`config.mk`:
```
export PLATFORM = sky130hd
export DESIGN_NAME = mul_logic_seq
export DESIGN_NICKNAME = d
export VERILOG_FILES = /design/src/mul_logic_pkg.sv /design/src/mul_logic_seq.sv
export VERILOG_INCLUDE_DIRS = /design/src /design/src/src
export SDC_FILE = /design/constraint.sdc
export NUM_CORES = 1
export LEC_CHECK = 0
export ABC_AREA = 0
export BUFFER_PORTS_ARGS = -buffer_cell sky130_fd_sc_hd__clkbuf_2
export CAP_MARGIN = 25
export CORE_UTILIZATION = 45
export DETAILED_ROUTE_END_ITERATION = 12
export PLACE_DENSITY = 0.7
export RECOVER_POWER = 50
export SLEW_MARGIN = 20
export SYNTH_ARGS = -nofsm -noshare
export SYNTH_HDL_FRONTEND = slang
export SYNTH_SLANG_ARGS = --single-unit
```
`constraint.sdc`:
```
create_clock -name i_clk_sys -period 1.75 [get_ports i_clk_sys]
set_clock_uncertainty 0.2 [all_clocks]
set_input_delay 0.0875 -clock i_clk_sys [delete_from_list [all_inputs] [get_ports i_clk_sys]]
set_output_delay 0.0875 -clock i_clk_sys [all_outputs]
set_load 0.1 [all_outputs]
```
`src/mul_logic_defines.svh`:
```
/*
 * Timing constants for the multiply and logic-class pipeline sequencer.
 * Assumes inclusion by the sequencer module only.
 */
// Summary of operation
// - Long multiply-accumulate: fetch, decode, execute, two memory, three multiplier-busy stages.
// - After its last memory stage the multiplier stays busy three cycles.
// - Decode of the follower to a multiply-accumulate waits one slot.
// - Its memory stages share slots with colliding fetches, memory first.
// - Without multiplier use by the follower it acts as five stages.
// - Multiplier user behind a busy multiplier waits for multiplier contention.
// - Word multiplies: four stages then two multiplier-busy cycles.
// - Word multiply followed by non-multiplier instruction causes no stall.
// - Double-length and long multiplies: two memory stages, three busy cycles.
// - Double-length: follower decode waits one slot; memory shares with fetch.
// - Logic ops: five stages, idle hold, result written in writeback.
// - Register test writes status in writeback; status reads in the next two decode slots contend.
// - Byte memory logic: six stages, next decode stalls two slots.
// - Memory byte test: seven stages, flag written in writeback, status contention.
// - Atomic test-and-set: three memory stages, flag in writeback, contention.
// - Extended variant: decode after test-and-set held three slots.
// - Extended variant: long multiply pipelines have nine stages.
`ifndef MUL_LOGIC_DEFINES_SVH
`define MUL_LOGIC_DEFINES_SVH
`define MAC_BUSY_CYCLES   3'h3
`define WORD_BUSY_CYCLES  3'h2
`define DSP_EXTRA_BUSY    3'h1
`define MEMLOGIC_STALL    3'h2
`define TAS_DSP_STALL     3'h3
`define MAC_STALL         3'h1
`define SR_HAZARD_DEPTH   2'h2
`endif

```
`src/mul_logic_pkg.sv`:
```
/*
 * Types for the multiply and logic-class pipeline sequencer.
 * Assumes the defines header is compiled first.
 */
package mul_logic_pkg;
	typedef enum logic [3:0] {
		OP_OTHER       = 4'h0,
		OP_MAC_LONG    = 4'h1,
		OP_WORD_MUL    = 4'h2,
		OP_DOUBLE_MUL  = 4'h3,
		OP_LOGIC       = 4'h4,
		OP_REG_TEST    = 4'h5,
		OP_MEM_LOGIC   = 4'h6,
		OP_MEM_TEST    = 4'h7,
		OP_ATOMIC_TAS  = 4'h8
	} op_class_type;

	// Gray along decode -> operate -> memory -> operate2 -> memory2 -> hold -> writeback
	typedef enum logic [2:0] {
		ST_DECODE   = 3'b000,
		ST_OPERATE  = 3'b001,
		ST_MEM      = 3'b011,
		ST_OPERATE2 = 3'b010,
		ST_MEM2     = 3'b110,
		ST_HOLD     = 3'b111,
		ST_WB       = 3'b101
	} stage_type;

	typedef struct packed {
		logic         valid;
		op_class_type op;
		logic         uses_mul;
		logic         reads_sr;
	} instr_type;

	typedef struct packed {
		logic mem_req;
		logic fetch_grant;
		logic mul_start;
		logic reg_write;
		logic sr_write;
	} stage_out_type;

	typedef struct packed {
		stage_type    stage;
		op_class_type op;
		logic [1:0]   mem_left;
		logic [2:0]   busy;
		logic [2:0]   stall;
		logic [1:0]   sr_age;
		logic         sr_pend;
	} seq_state_type;
endpackage : mul_logic_pkg

```
`src/mul_logic_seq.sv`:
```
/*
 * Sequencer for multiply, multiply-accumulate and logic instruction classes.
 * Assumes the fetch unit offers one decoded instruction per slot and holds
 * it while o_decode_ready is low; inputs are synchronous to i_clk_sys.
 */
`timescale 1ns/10ps
`default_nettype none
`include "mul_logic_defines.svh"
module mul_logic_seq #(
	parameter bit DSP_VARIANT = 1'b0
) (
	input  wire logic                      i_clk_sys,
	input  wire logic                      i_rst,
	input  wire mul_logic_pkg::instr_type  i_instr,
	input  wire logic                      i_fetch_req,
	output logic                           o_decode_ready,
	output mul_logic_pkg::stage_out_type   o_stage,
	output logic                           o_mul_busy,
	output logic                           o_sr_stall
);
	import mul_logic_pkg::*;

	seq_state_type st_r;
	seq_state_type st_nxt;
	logic          idle;
	logic          mul_block;
	logic          sr_block;
	logic          in_mem;
	logic [2:0]    mac_busy;

	if (DSP_VARIANT !== 1'b0 && DSP_VARIANT !== 1'b1) begin : g_bad_variant
		$error("DSP_VARIANT must be 0 or 1");
	end

	assign mac_busy  = DSP_VARIANT ? `MAC_BUSY_CYCLES + `DSP_EXTRA_BUSY : `MAC_BUSY_CYCLES;
	assign idle      = (st_r.stage == ST_DECODE) && (st_r.stall == 3'h0);
	assign mul_block = i_instr.valid && i_instr.uses_mul && (st_r.busy != 3'h0);
	assign sr_block  = i_instr.valid && i_instr.reads_sr && st_r.sr_pend;
	assign in_mem    = (st_r.stage == ST_MEM) || (st_r.stage == ST_MEM2);
	assign o_decode_ready = idle && !mul_block && !sr_block;
	assign o_sr_stall     = sr_block;
	assign o_mul_busy     = (st_r.busy != 3'h0);

	always_comb begin
		st_nxt = st_r;
		o_stage = '0;
		// Busy count runs down every cycle regardless of slot use
		if (st_r.busy != 3'h0) begin
			st_nxt.busy = st_r.busy - 3'h1;
		end
		// Decode hold counts only slots spent back in decode
		if (st_r.stage == ST_DECODE && st_r.stall != 3'h0) begin
			st_nxt.stall = st_r.stall - 3'h1;
		end
		// Status write blocks readers for two decode slots
		// Counted by slot, not by take, so a blocked reader cannot hang
		if (st_r.sr_pend && st_r.stage == ST_DECODE) begin
			if (st_r.sr_age == 2'h1) begin
				st_nxt.sr_pend = 1'b0;
			end
			st_nxt.sr_age = st_r.sr_age - 2'h1;
		end
		// Memory wins the slot; fetch is granted when no access runs
		o_stage.fetch_grant = i_fetch_req && !in_mem;
		case (st_r.stage)
			ST_DECODE: begin
				if (o_decode_ready && i_instr.valid) begin
					st_nxt.op    = i_instr.op;
					st_nxt.stage = ST_OPERATE;
				end
			end
			ST_OPERATE: begin
				case (st_r.op)
					OP_MAC_LONG, OP_DOUBLE_MUL: begin
						st_nxt.stage    = ST_MEM;
						st_nxt.mem_left = 2'h1;
						st_nxt.stall    = `MAC_STALL;
					end
					OP_WORD_MUL, OP_MEM_LOGIC, OP_MEM_TEST: begin
						st_nxt.stage    = ST_MEM;
						st_nxt.mem_left = 2'h0;
						if (st_r.op == OP_MEM_LOGIC) begin
							st_nxt.stall = `MEMLOGIC_STALL;
						end
					end
					OP_ATOMIC_TAS: begin
						st_nxt.stage    = ST_MEM;
						st_nxt.mem_left = 2'h2;
						if (DSP_VARIANT) begin
							st_nxt.stall = `TAS_DSP_STALL;
						end
					end
					OP_LOGIC, OP_REG_TEST: begin
						st_nxt.stage = ST_HOLD;
					end
					default: begin
						st_nxt.stage = ST_DECODE;
					end
				endcase
			end
			ST_MEM: begin
				o_stage.mem_req = 1'b1;
				if (st_r.mem_left != 2'h0) begin
					st_nxt.mem_left = st_r.mem_left - 2'h1;
					if (st_r.mem_left == 2'h1 && st_r.op != OP_ATOMIC_TAS) begin
						st_nxt.stage = ST_MEM2;
					end
				end else begin
					case (st_r.op)
						OP_WORD_MUL: begin
							o_stage.mul_start = 1'b1;
							st_nxt.busy  = `WORD_BUSY_CYCLES;
							st_nxt.stage = ST_DECODE;
						end
						OP_MEM_LOGIC, OP_MEM_TEST: begin
							st_nxt.stage = ST_OPERATE2;
						end
						OP_ATOMIC_TAS: begin
							st_nxt.stage = ST_WB;
						end
						default: begin
							st_nxt.stage = ST_DECODE;
						end
					endcase
				end
			end
			ST_OPERATE2: begin
				st_nxt.stage = ST_MEM2;
			end
			ST_MEM2: begin
				o_stage.mem_req = 1'b1;
				case (st_r.op)
					OP_MAC_LONG, OP_DOUBLE_MUL: begin
						o_stage.mul_start = 1'b1;
						st_nxt.busy  = mac_busy;
						st_nxt.stage = ST_DECODE;
					end
					OP_MEM_TEST: begin
						st_nxt.stage = ST_WB;
					end
					default: begin
						st_nxt.stage = ST_DECODE;
					end
				endcase
			end
			ST_HOLD: begin
				st_nxt.stage = ST_WB;
			end
			ST_WB: begin
				if (st_r.op == OP_LOGIC) begin
					o_stage.reg_write = 1'b1;
				end else begin
					o_stage.sr_write = 1'b1;
					st_nxt.sr_pend   = 1'b1;
					st_nxt.sr_age    = `SR_HAZARD_DEPTH;
				end
				st_nxt.stage = ST_DECODE;
			end
			default: begin
				st_nxt.stage = ST_DECODE;
			end
		endcase
	end

	always_ff @(posedge i_clk_sys) begin
		if (i_rst) begin
			st_r <= '0;
		end else begin
			st_r <= st_nxt;
		end
	end
endmodule : mul_logic_seq
`default_nettype wire

```
==> results by group <==
Yosys
  • Post-synthesis sequential area ratio: 0.2951
  • Post-synth EDFFs: 0
  • Netlist Area Pre-Place: 1221 um^2
  • Top post-synthesis cells by area: dfxtp_1 (30%), ha_1 (7.2%), mux2i_1 (5.7%), nor2_1 (4.6%), a21oi_1 (3.7%)
  • Top-area cell type share of the netlist area: 0.2951
  • Ys Warns: 0
  • Synthesized Nets: 164
  • Synth Flop Type: dfxtp_1
  • Synth unique cells: 45
  • Syn avg cell area: 8.307 um^2
  • Async set or reset register ratio after synthesis: 0
  • Top cell type by total area after synthesis: dfxtp_1
  • Mapped Cells: 147
  • Yosys reg bits: 18

Power and ir drop
  • Max rail drop VDD: 1923 uV
  • Switch share: 0.4469
  • Total power: 3.236 mW
  • Share of power burned in the clock network: 0.086
  • Switching Power: 1.446 mW
  • Part of the power in registers: 0.190
  • Lkg Pwr: 0.8452 nW
  • Combinational share of power: 0.724
  • Power Internal: 1.790 mW
  • PwrDens: 1557 nW/um^2

Floorplanning
  • Die Wd: 54.10 um
  • Initial core utilization: 0.4841
  • Die footprint: 2926 um^2
  • FP Rows: 18
  • Io pins: 18
  • Core Box Area: 2522 um^2
  • DIE HEIGHT: 54.10 um

Global routing
  • Gr usage total: 0.2795
  • Global-route wire length before repair: 5.740 mm
  • Overflow after GRT: 0
  • Initial antenna violation count: 0
  • Vias in the first global route: 1,295
  • Largest net degree at the start of global routing: 22

Placed design
  • HPWL Detailed: 2.413 mm
  • I/O Buffers: 17
  • Pre-CTS WS: -0.06407 ns
  • Placed Cells: 205
  • Area after DPL: 1590 um^2
  • GPL Wtd Cong: 0.8503

Critical path
  • Crit Path Max Fanout: 3
  • WP data required: 1.46 ns
  • Slowest CP cell: or3_4
  • Max incr delay on CP: 0.41 ns
  • CP Class: reg -> out
  • Startpoint types: flop
  • CP endpoint kind: output pin
  • CP cell instances: or3_4 > nor2_2 > and4b_4 > buf_12
  • CP arrival: 1.59 ns

STA
  • Final worst slack: -0.1311 ns
  • Final Setup Violations: 13
  • Least-Margin Pin Slew: 0.5055 ns
  • Slew headroom: 0.6622
  • Setup TNS: -0.8800 ns
  • RSZ-0062 raised after global routing: yes
  • Fmax: 531.6 MHz
  • Fin. Hold Viols: 0
  • Max-slew violations: 0
  • Final period demand of the worst path: 1.881 ns
  • Post-route clock period utilization: 1.075
  • Hold Slack: 0.04372 ns

Cells and area
  • P&R area growth vs syn: 70.18%
  • Design Area, Final: 2078 um^2
  • Largest regs: st_r x18
  • Share of cells above drive strength 1: 0.5512
  • Layout Utilization: 0.8239
  • Antenna diode count: 0
  • # nets final: 223
  • Number of flip-flops in the largest register: 18
  • Non-filler cells, final: 235
  • Largest Register: st_r

Detailed routing
  • Detail Route Antenna Nets: 0
  • Drt drc: 0
  • DR iter-0 viols: 23
  • Vias/cell: 6.026
  • Pre-antenna DRT Iters: 5
  • Total number of vias: 1,416
  • WL/cell: 18.67 um
  • Wirelength, routed: 4.388 mm

Clock network
  • Clock Sinks: 18
  • CTS clk-pin slew, worst paths: 0.12 ns
  • CTS tree: yes
  • H-tree Lvls: 1
  • CTS buffer count: 3
  • Clock root cell: clkbuf_4
  • Worst-skew pair later-pin latency: 0.32 ns
  • CTS max path bufs: 2

Worst hold path
  • Hold Crit Class: in -> reg

Outcome
  • Failing checks: negative setup slack
  • Status: complete, but fails checks

Flow run
  • Max Cap Viol: 0
Yosys cell counts, types with 2 or more instances:
library cell  count
dfxtp_1          18
nor2_1           15
nand2_1          10
a21oi_1           9
inv_1             8
ha_1              7
mux2i_1           7
nor3_1            6
clkbuf_1          5
nand2b_1          5
nor2b_1           5
nor3b_1           5
nand3_1           3
o21ai_0           3
a2111oi_0         2
a211oi_1          2
a21boi_0          2
and3_1            2
buf_2             2
buf_4             2
nand3b_1          2
o31ai_1           2
xnor2_1           2
xor2_1            2
layout by cell type, fill, tap and decap left out, types with 6 or more instances in the layout:
cell type	instances
nor3_1	6
mux2i_1	7
clkbuf_2	9
buf_4	31
dfxtp_2	9
a21oi_1	8
buf_12	7
dfxtp_1	7
inv_2	6
buf_6	11
nand2_1	8
nor2_1	12
layout make-up:
| cell class | instances | area [um^2] |
|---|---|---|
| Clock buffer | 4 | 36.28 |
| Fill cell | 140 | 444.2 |
| Inverter | 8 | 30.03 |
| Multi-Input combinational cell | 111 | 991.0 |
| Sequential cell | 18 | 379.1 |
| Tap cell | 30 | 37.54 |
| Timing Repair Buffer | 64 | 604.3 |
critical path, delay by kind of cell (launching register included):
kind,cells,cell delay [ns]
and+or+nand+nor,3,0.75
DFF,1,0.35
buffers and inverters,1,0.17
path summary, 6_finish.rpt:
| path | from | end | slack (ns) | cells after the start |
|---|---|---|---|---|
| setup / recovery | st_r[16]$_SDFFE_PP0P_ | o_decode_ready | -0.13 | 4 |
| hold / removal | i_rst | st_r[15]$_SDFFE_PP0P_ | 0.04 | 2 |
| setup reg to reg | st_r[6]$_SDFF_PP0_ | st_r[13]$_SDFFE_PP0P_ | -0.13 | 8 |
| hold reg to reg | st_r[10]$_SDFFE_PP0P_ | st_r[10]$_SDFFE_PP0P_ | 0.31 | 2 |
kinds of logic after synthesis:
family / share of synthesized area
AO/OA/AOI/OAI: 0.1937
XOR/XNOR: 0.02869
adder cells (fa/ha/maj): 0.07172
buffers and inverters: 0.06967
flip-flops: 0.2951
multiplexers: 0.05738
AND/OR/NAND/NOR: 0.2838
power groups by stage:
stage | registers (mW) | logic (mW) | clock network, mW
floorplan | 0.571 | 1.25 | 0
global placement | 0.586 | 1.62 | 0
detailed placement | 0.593 | 1.68 | 0
CTS | 0.601 | 2.01 | 0.271
global route | 0.624 | 2.47 | 0.296
finish | 0.615 | 2.34 | 0.278
routing by layer:
layer  GRT usage  vias to the layer above  share of wire
met3     0.05367                       33          0.063
li1            -                      643              -
met4     0.08974                        0          0.065
met1      0.2905                      660           0.37
met5           0                        -              0
met2      0.5494                       80           0.50
repair_timing:
| action | in CTS | in global routing |
|---|---|---|
| endpoints found under the setup margin | 14 | 16 |
| buffers inserted | 13 | 9 |
| hold endpoints to repair | 4 | 0 |
| pin swaps | 8 | 11 |
| hold buffers | 4 | 0 |
| gates cloned | 0 | 0 |
| resized for setup | 34 | 34 |
Power figures use the tool's default switching activity.
